$ cat src/srd_consts.svh
/*
  Offsets, field positions, reset values and timing counts of the SYSREF
  output state and delay block.
  Assumes inclusion by bare name; definitions only.
*/
`ifndef SRD_CONSTS_SVH
`define SRD_CONSTS_SVH

// ==========================================================================
// Register byte offsets
`define SRD_OFS_CTRL      12'h000
`define SRD_OFS_SREF_CFG  12'h004
`define SRD_OFS_ALIGN     12'h008
`define SRD_OFS_STATUS    12'h00C
`define SRD_OFS_CHAN_BASE 12'h010
`define SRD_OFS_REF_BASE  12'h040

// ==========================================================================
// Control register fields
`define SRD_CTRL_RELEASE  0
`define SRD_CTRL_STOP     1
`define SRD_CTRL_RESYNC   2
`define SRD_CTRL_CONT     3
`define SRD_CTRL_BIASTYPE 4

// ==========================================================================
// Per reference output fields
`define SRD_REF_FUNC      0
`define SRD_REF_PD        1
`define SRD_REF_EN        2
`define SRD_REF_BIAS      3
`define SRD_REF_SWING_LO  4
`define SRD_REF_COARSE_LO 6
`define SRD_REF_FINE_LO   9

// ==========================================================================
// Reset values and time units
`define SRD_RST_CHAN_DIV  8'h01
`define SRD_RST_SREF_DIV  13'h0040
`define SRD_RST_PULSES    8'h01
`define SRD_RST_ALIGN_DIV 7'h01
`define SRD_RST_SWING     2'h1
`define SRD_CLK_PS        407
`define SRD_COARSE_PS     203

`endif

$ cat src/srd_pkg.sv
/*
  Types of the SYSREF output state and delay block.
  Assumes nothing beyond a SystemVerilog compiler.
*/
`default_nettype none

package srd_pkg;

  // ========================================================================
  // SYSREF sequence states
  typedef enum logic [1:0] {
    SRD_IDLE  = 2'b00,
    SRD_ARM   = 2'b01,
    SRD_DELAY = 2'b10,
    SRD_PULSE = 2'b11
  } srd_state_t;

endpackage

`default_nettype wire

$ cat src/srd_top.sv
/*
  SYSREF output state machine, idle biasing, clock and SYSREF phase delay,
  release alignment divider, with an APB register slave.
  Assumes one clock (the VCO tick) and a synchronous active high reset;
  analog delay cells take the coarse and fine codes from the ports.
*/
// The address map and the APB interface to the registers were chosen for this implementation.
`timescale 1ns/1ps
`default_nettype none
`include "srd_consts.svh"

module srd_top #(
  parameter int N_CH  = 4,
  parameter int N_REF = 8
) (
  input  wire logic             clk_sys,
  input  wire logic             reset,
  input  wire logic             psel,
  input  wire logic             penable,
  input  wire logic             pwrite,
  input  wire logic [11:0]      paddr,
  input  wire logic [31:0]      pwdata,
  output logic                  pready,
  output logic [31:0]           prdata,
  output logic                  pslverr,
  output logic [N_CH-1:0]       clk_output,
  output logic [N_REF-1:0]      ref_output_p,
  output logic [N_REF-1:0]      ref_output_n,
  output logic [N_REF-1:0]      ref_output_mid,
  output logic [N_REF-1:0]      ref_output_on,
  output logic [3*N_REF-1:0]    ref_coarse_code,
  output logic [3*N_REF-1:0]    ref_fine_code,
  output logic [2*N_REF-1:0]    ref_swing_code,
  output srd_pkg::srd_state_t   sysref_state
);
  import srd_pkg::*;

  // ========================================================================
  // Register storage
  logic [7:0]  chan_div_r   [N_CH];
  logic [7:0]  chan_dly_r   [N_CH];
  logic [11:0] ref_cfg_r    [N_REF];
  logic        cont_r;
  logic        bias_type_r;
  logic [12:0] sref_div_r;
  logic [7:0]  pulses_cfg_r;
  logic [6:0]  align_div_r;
  logic [7:0]  glob_dly_r;
  logic        release_r;
  logic        stop_r;
  logic        resync_r;

  logic        wr_en;
  logic        rd_en;
  logic [31:0] rdata_nxt;
  logic        err_nxt;

  // Register index decode for a per channel or per output window
  function automatic logic [7:0] win_idx(input logic [11:0] a,
                                         input logic [11:0] base);
    logic [11:0] d;
    d = a - base;
    return d[9:2];
  endfunction

  function automatic logic in_win(input logic [11:0] a,
                                  input logic [11:0] base, input int n);
    return (a >= base) && (a < base + 12'(4 * n)) && (a[1:0] == 2'b00);
  endfunction

  assign wr_en  = psel && penable && pwrite;
  assign rd_en  = psel && penable && !pwrite;
  assign pready = 1'b1;

  // ========================================================================
  // APB write side
  always_ff @(posedge clk_sys) begin
    if (reset) begin
      cont_r       <= 1'b0;
      bias_type_r  <= 1'b0;
      sref_div_r   <= `SRD_RST_SREF_DIV;
      pulses_cfg_r <= `SRD_RST_PULSES;
      align_div_r  <= `SRD_RST_ALIGN_DIV;
      glob_dly_r   <= 8'h00;
      for (int i = 0; i < N_CH; i++) begin
        chan_div_r[i] <= `SRD_RST_CHAN_DIV;
        chan_dly_r[i] <= 8'h00;
      end
      for (int i = 0; i < N_REF; i++) begin
        ref_cfg_r[i] <= {6'h00, `SRD_RST_SWING, 4'h0};
      end
    end else if (wr_en) begin
      if (paddr == `SRD_OFS_CTRL) begin
        cont_r      <= pwdata[`SRD_CTRL_CONT];
        bias_type_r <= pwdata[`SRD_CTRL_BIASTYPE];
      end
      if (paddr == `SRD_OFS_SREF_CFG) begin
        sref_div_r   <= pwdata[12:0];
        pulses_cfg_r <= pwdata[23:16];
      end
      if (paddr == `SRD_OFS_ALIGN) begin
        align_div_r <= pwdata[6:0];
        glob_dly_r  <= pwdata[15:8];
      end
      for (int i = 0; i < N_CH; i++) begin
        if (in_win(paddr, `SRD_OFS_CHAN_BASE, N_CH) &&
            win_idx(paddr, `SRD_OFS_CHAN_BASE) == 8'(i)) begin
          chan_div_r[i] <= pwdata[7:0];
          chan_dly_r[i] <= pwdata[15:8];
        end
      end
      for (int i = 0; i < N_REF; i++) begin
        if (in_win(paddr, `SRD_OFS_REF_BASE, N_REF) &&
            win_idx(paddr, `SRD_OFS_REF_BASE) == 8'(i)) begin
          ref_cfg_r[i] <= pwdata[11:0];
        end
      end
    end
  end

  // Command strobes, one cycle each
  always_ff @(posedge clk_sys) begin
    if (reset) begin
      release_r <= 1'b0;
      stop_r    <= 1'b0;
      resync_r  <= 1'b0;
    end else begin
      release_r <= wr_en && paddr == `SRD_OFS_CTRL &&
                   pwdata[`SRD_CTRL_RELEASE];
      stop_r    <= wr_en && paddr == `SRD_OFS_CTRL &&
                   pwdata[`SRD_CTRL_STOP];
      resync_r  <= wr_en && paddr == `SRD_OFS_CTRL &&
                   pwdata[`SRD_CTRL_RESYNC];
    end
  end

  // ========================================================================
  // SYSREF sequence state
  srd_state_t  state_r;
  logic [6:0]  align_cnt_r;
  logic [7:0]  dly_cnt_r;
  logic [12:0] ns_cnt_r;
  logic [7:0]  pulse_left_r;
  logic        sref_lvl;
  logic        align_hit;
  logic        last_pulse;

  // ========================================================================
  // APB read side
  always_comb begin
    rdata_nxt = 32'h0000_0000;
    err_nxt   = 1'b0;
    if (paddr == `SRD_OFS_CTRL) begin
      rdata_nxt[`SRD_CTRL_CONT]     = cont_r;
      rdata_nxt[`SRD_CTRL_BIASTYPE] = bias_type_r;
    end else if (paddr == `SRD_OFS_SREF_CFG) begin
      rdata_nxt = {8'h00, pulses_cfg_r, 3'h0, sref_div_r};
    end else if (paddr == `SRD_OFS_ALIGN) begin
      rdata_nxt = {16'h0000, glob_dly_r, 1'b0, align_div_r};
    end else if (paddr == `SRD_OFS_STATUS) begin
      rdata_nxt = {22'h00_0000, pulse_left_r, state_r};
    end else if (in_win(paddr, `SRD_OFS_CHAN_BASE, N_CH)) begin
      for (int i = 0; i < N_CH; i++) begin
        if (win_idx(paddr, `SRD_OFS_CHAN_BASE) == 8'(i)) begin
          rdata_nxt = {16'h0000, chan_dly_r[i], chan_div_r[i]};
        end
      end
    end else if (in_win(paddr, `SRD_OFS_REF_BASE, N_REF)) begin
      for (int i = 0; i < N_REF; i++) begin
        if (win_idx(paddr, `SRD_OFS_REF_BASE) == 8'(i)) begin
          rdata_nxt = {20'h0_0000, ref_cfg_r[i]};
        end
      end
    end else begin
      err_nxt = 1'b1;
    end
  end

  always_comb begin
    prdata  = rd_en ? rdata_nxt : 32'h0000_0000;
    pslverr = psel && penable && err_nxt;
  end

  // ========================================================================
  // Release alignment divider
  always_ff @(posedge clk_sys) begin
    if (reset || resync_r) begin
      align_cnt_r <= 7'h00;
    end else if (align_cnt_r + 7'h01 >= align_div_r) begin
      align_cnt_r <= 7'h00;
    end else begin
      align_cnt_r <= align_cnt_r + 7'h01;
    end
  end

  assign align_hit = (align_cnt_r == 7'h00);

  // ========================================================================
  // SYSREF sequencer
  assign sref_lvl   = (ns_cnt_r < (sref_div_r >> 1));
  assign last_pulse = (ns_cnt_r + 13'h0001 >= sref_div_r);

  always_ff @(posedge clk_sys) begin
    if (reset) begin
      state_r      <= SRD_IDLE;
      dly_cnt_r    <= 8'h00;
      ns_cnt_r     <= 13'h0000;
      pulse_left_r <= 8'h00;
    end else if (stop_r) begin
      state_r <= SRD_IDLE;
    end else begin
      unique case (state_r)
        SRD_IDLE: begin
          if (release_r && (cont_r || pulses_cfg_r != 8'h00)) begin
            state_r      <= SRD_ARM;
            pulse_left_r <= pulses_cfg_r;
          end
        end
        SRD_ARM: begin
          if (align_hit) begin
            state_r   <= (glob_dly_r == 8'h00) ? SRD_PULSE : SRD_DELAY;
            dly_cnt_r <= glob_dly_r;
            ns_cnt_r  <= 13'h0000;
          end
        end
        SRD_DELAY: begin
          dly_cnt_r <= dly_cnt_r - 8'h01;
          if (dly_cnt_r == 8'h01) begin
            state_r <= SRD_PULSE;
          end
        end
        SRD_PULSE: begin
          if (last_pulse) begin
            ns_cnt_r <= 13'h0000;
            if (!cont_r) begin
              pulse_left_r <= pulse_left_r - 8'h01;
              if (pulse_left_r == 8'h01) begin
                state_r <= SRD_IDLE;
              end
            end
          end else begin
            ns_cnt_r <= ns_cnt_r + 13'h0001;
          end
        end
      endcase
    end
  end

  assign sysref_state = state_r;

  // ========================================================================
  // Channel clock dividers with phase delay
  logic [N_CH-1:0] chan_clk;

  generate
    for (genvar c = 0; c < N_CH; c++) begin : g_chan
      logic [7:0] hold_r;
      logic [7:0] cnt_r;
      logic [7:0] half;
      logic [8:0] div_p1;
      assign div_p1 = {1'b0, chan_div_r[c]} + 9'h001;
      assign half   = div_p1[8:1];
      // Counters restart together; after a resync each channel holds for its chan_dly_r cycles (no hold after reset), so rising edges are offset by that delay
      always_ff @(posedge clk_sys) begin
        if (reset || resync_r) begin
          hold_r <= reset ? 8'h00 : chan_dly_r[c];
          cnt_r  <= 8'h00;
        end else if (hold_r != 8'h00) begin
          hold_r <= hold_r - 8'h01;
        end else if (cnt_r + 8'h01 >= chan_div_r[c]) begin
          cnt_r <= 8'h00;
        end else begin
          cnt_r <= cnt_r + 8'h01;
        end
      end
      assign chan_clk[c] = (hold_r == 8'h00) && (cnt_r < half);
      always_ff @(posedge clk_sys) begin
        if (reset) begin
          clk_output[c] <= 1'b0;
        end else begin
          clk_output[c] <= chan_clk[c];
        end
      end
    end
  endgenerate

  // ========================================================================
  // Reference output drive
  generate
    for (genvar r = 0; r < N_REF; r++) begin : g_ref
      logic func;
      logic pd;
      logic en;
      logic bias;
      logic act;
      logic p_nxt;
      logic mid_nxt;
      logic on_nxt;
      assign func = ref_cfg_r[r][`SRD_REF_FUNC];
      assign pd   = ref_cfg_r[r][`SRD_REF_PD];
      assign en   = ref_cfg_r[r][`SRD_REF_EN];
      assign bias = ref_cfg_r[r][`SRD_REF_BIAS];
      assign act  = (state_r == SRD_PULSE) && !bias;
      always_comb begin
        p_nxt   = 1'b0;
        mid_nxt = 1'b0;
        on_nxt  = 1'b0;
        if (pd) begin
          on_nxt = 1'b0;
        end else if (!func) begin
          on_nxt = 1'b1;
          p_nxt  = en && chan_clk[r % N_CH];
        end else if (act) begin
          on_nxt = 1'b1;
          p_nxt  = sref_lvl;
        end else begin
          on_nxt  = bias_type_r;
          mid_nxt = bias_type_r;
        end
      end
      always_ff @(posedge clk_sys) begin
        if (reset) begin
          ref_output_p[r]   <= 1'b0;
          ref_output_n[r]   <= 1'b1;
          ref_output_mid[r] <= 1'b0;
          ref_output_on[r]  <= 1'b0;
        end else begin
          ref_output_p[r]   <= p_nxt && !mid_nxt;
          ref_output_n[r]   <= !p_nxt && !mid_nxt;
          ref_output_mid[r] <= mid_nxt;
          ref_output_on[r]  <= on_nxt;
        end
      end
      always_ff @(posedge clk_sys) begin
        if (reset) begin
          ref_coarse_code[3*r +: 3] <= 3'h0;
          ref_fine_code[3*r +: 3]   <= 3'h0;
          ref_swing_code[2*r +: 2]  <= `SRD_RST_SWING;
        end else begin
          ref_coarse_code[3*r +: 3] <=
            ref_cfg_r[r][`SRD_REF_COARSE_LO +: 3];
          ref_fine_code[3*r +: 3]   <=
            ref_cfg_r[r][`SRD_REF_FINE_LO +: 3];
          ref_swing_code[2*r +: 2]  <= ref_cfg_r[r][`SRD_REF_SWING_LO +: 2];
        end
      end
    end
  endgenerate

endmodule

`default_nettype wire

$ cat config.mk
export PLATFORM = sky130hd
export DESIGN_NAME = srd_top
export DESIGN_NICKNAME = d
export VERILOG_FILES = /design/src/srd_pkg.sv /design/src/srd_top.sv
export VERILOG_INCLUDE_DIRS = /design/src
export SDC_FILE = /design/constraint.sdc
export NUM_CORES = 1
export LEC_CHECK = 0
export BUFFER_PORTS_ARGS = -buffer_cell sky130_fd_sc_hd__buf_2
export CORE_AREA = 3 3 189 191
export DETAILED_ROUTE_END_ITERATION = 7
export DIE_AREA = 0 0 192 194
export PLACE_DENSITY = 0.8
export SYNTH_ARGS = -nofsm -noshare
export SYNTH_HDL_FRONTEND = slang
export SYNTH_SLANG_ARGS = --single-unit
$ cat constraint.sdc
create_clock -name clk_sys -period 5.3 [get_ports clk_sys]
set_input_delay 1.59 -clock clk_sys [delete_from_list [all_inputs] [get_ports clk_sys]]
set_output_delay 1.59 -clock clk_sys [all_outputs]
set_load 0.005 [all_outputs]
==> results.yml <==
cts:
  cts.sinks: 403
  clock_latency_ns: 0.58
  clk_pin_slew_ns: 0.06
  cts.path.max_buffers: 3
  cts_setup_buffers: 0
  cts_root_buf: "clkbuf_16"
  holdBufCountCts: 0
  cts-resized-gates: 0
  tritoncts: "yes"
  cts-buffers-inserted: 42
  cts_max_level: 2
worst_setup_path:
  start_kind: "primary input"
  startpoint: "paddr[1]"
  crit_family: "simple AND/OR/NAND/NOR gates"
  crit_path_top_delay_cell: "or4_1"
  end_kind: "output pin"
  required_ns: 3.71
  cp_cell_sequence: "buf_2 > or4_1 > nor2_1 > nand2_1 > buf_4 > a21oi_1 > o221a_2 > buf_2"
  slowest_delay_ns: 0.71
  critPathMaxFanout: 6
  r2r-start: "ns_cnt_r[0]$_SDFFE_PP0P_"
  criticalPathCategory: "primary input to output pin"
  crit_top_cell: "buf_2"
  cp.arrival_ns: 3.61
  critical_path_buf_inv_count: 3
sta:
  fin_setup_tns_ns: 0
  whs_ns: 0.457
  setup_viol: 0
  max_freq_mhz: 192
  final.min_clock_period_ns: 5.20
  hold_viol_final: 0
  relSlewSlack_pct: 10.1
  rsz0062_at_grt: "no"
  slew_violations: 0
  post-route-period-util_pct: 98.2
  tightest_slew_ns: 1.34
  fin_skew_ns: 0.0205
min_path:
  min_from: "ref_cfg_r[0][16]$_SDFFCE_PN1P_"
  worst_hold_path_type: "flop to flop"
die:
  initial_utilization_pct: 59.9
  die_area_um2: 37200
  ios: 185
  core_um2: 34300
  row_count: 68
  dieHeight_um: 194
  die_x_um: 192
yosys:
  synth_area_per_cell_um2: 9.54
  synth.distinct_cells: 72
  synth-seq-cells: 403
  yosysSeqAreaShare_pct: 47.5
  synth_flop_cell: "dfxtp_1"
  synth_edf_count: 168
  postSynthCellCount: 2152
  ys_warn_count: 0
  async_flop_share_pct: 0
  syn_area_um2: 20500
cells_and_area:
  final_util_pct: 68.3
  nFillCells: 2604
  nets: 2472
  fin_cells: 2800
  drive_gt1_share_pct: 15.5
  syn2layout_area_growth_pct: 14.1
  layout.area.seq_um2: 9750
  multi_input_area_um2: 9990
  final_area_um2: 23400
place:
  dp_cells: 2720
  gp_congestion: 0.937
  hpwl_mm: 41.9
  port_buffers: 167
  placed_area_um2: 22000
global_route:
  antenna_found_initial: 2
  grt_pass1_vias: 16350
  grt_overflow: 0
  grtUsageTotal_pct: 30.1
  grt_max_degree: 73
  grt_pass1_wl_mm: 89.0
power_and_ir_drop:
  pwr_density_cell_nw_per_um2: 350
  p_leak_nw: 9.61
  irDropWorstVdd_v: 0.000267
route:
  drt_pass1_iterations: 5
  vias_per_cell: 6.10
  drc: 0
  post_drt_wl_per_cell_um: 20.3
  final_antenna_net_count: 0
  drt-initial-drc-count: 1969
  dr_total_vias: 17081
  wl_mm: 56.9
run:
  drv_cap: 0
run_status:
  status: "finished clean"
-- area by class of cell --
class	instances	share of cell area [%]
flip-flops and latches	403	41.6
diodes	2	0.0214
repair buffers	229	5.70
clock buffers	64	5.70
multi-input cells	1547	42.7
well taps	455	2.43
clock inverters	14	0.497
inverters	86	1.38
-- sequential cells by signal, indices dropped and copies added, names as in the netlist, 2 cells and up --
signal / flops
ref_coarse_code: 24
ns_cnt_r: 13
ref_output_n: 8
g_chan.cnt_r: 32
sref_div_r: 13
chan_dly_r: 32
ref_output_on: 8
g_chan.hold_r: 32
ref_output_p: 8
pulses_cfg_r: 8
ref_swing_code: 16
chan_div_r: 32
ref_cfg_r: 96
clk_output: 4
align_div_r: 7
ref_fine_code: 24
align_cnt_r: 7
ref_output_mid: 8
sysref_state: 2
dly_cnt_r: 8
glob_dly_r: 8
pulse_left_r: 8
-- synth_stat cells, types with 33 or more instances --
library cell  number  area [µm²]
inv_1             86         323
xnor2_1           56         490
mux2i_1           33         330
nor2b_1           81         507
nor3_1            51         255
nand2_1          224         841
nor2_1           262         983
nand2b_1          44         275
dfxtp_1          235        4700
o21ai_0           49         245
clkbuf_1         102         383
a21oi_1          148         741
nand3_1           76         380
ha_1             114        1430
edfxtp_1         168        5040
-- logic make-up (layout without fill, tap and decap cells) --
logic type	Yosys count	after routing	synth area share, %
AOI/OAI and AO/OA	369	369	11.6
xor gates and xnor gates	86	86	3.67
adders and majority gates	114	114	6.95
buffers and inverters	209	393	4.05
DFF	403	403	47.5
muxes	63	63	4.73
other	2	11	0.0366
and+or+nand+nor	906	906	21.5
-- through the flow --
stage / power, W / setup WS [ns]
final: 0.00820 / 0.0976
after detailed placement: 0.00516 / 0.152
after CTS: 0.00820 / 0.149
after global placement: 0.00509 / 0.190
after floorplan: 0.00472 / 0.464
after global routing: 0.00854 / 0.0418
-- metal layers --
metal	part of all wire, %	wire length [µm]	track usage (%)	vias up
li1	-	-	-	7933
met1	40	22600	40.4	8095
met2	45	25800	47.3	896
met3	11	6250	7.56	155
met4	3.9	2190	11.5	2
met5	0.016	9	0	-
-- report_power, final --
group / switching, W / internal (W) / leakage, nW
Clock: 0.00126 / 0.00180 / 0.721
Combinational: 0.000865 / 0.000566 / 5.30
Sequential: 0.000202 / 0.00351 / 3.58
Total: 0.00233 / 0.00588 / 9.61
-- path summary, 6_finish.rpt --
kind / end / slack (ns) / depth (start not counted)
hold reg to reg: ref_swing_code[2]$_SDFF_PP1_ / 0.46 / 1
hold / removal: ref_swing_code[2]$_SDFF_PP1_ / 0.46 / 1
setup / recovery: prdata[8] / 0.1 / 8
setup reg to reg: pulse_left_r[0]$_SDFFE_PP0P_ / 1.36 / 14
-- cells in the final DEF (no fill, tap or decap), drive strengths merged, types with 24 or more instances in the layout --
cell type	instances
and2	24
nor2b	81
nand2	224
xnor2	56
and3	30
dfxtp	235
mux2i	33
xor2	30
ha	114
clkbuf	64
a21oi	148
nor3	53
nor2	262
inv	89
o21ai	49
nand2b	44
buf	229
nand3	76
edfxtp	168
mux4	27
a211oi	25
Note: power is estimated with default switching activity, not from simulation.
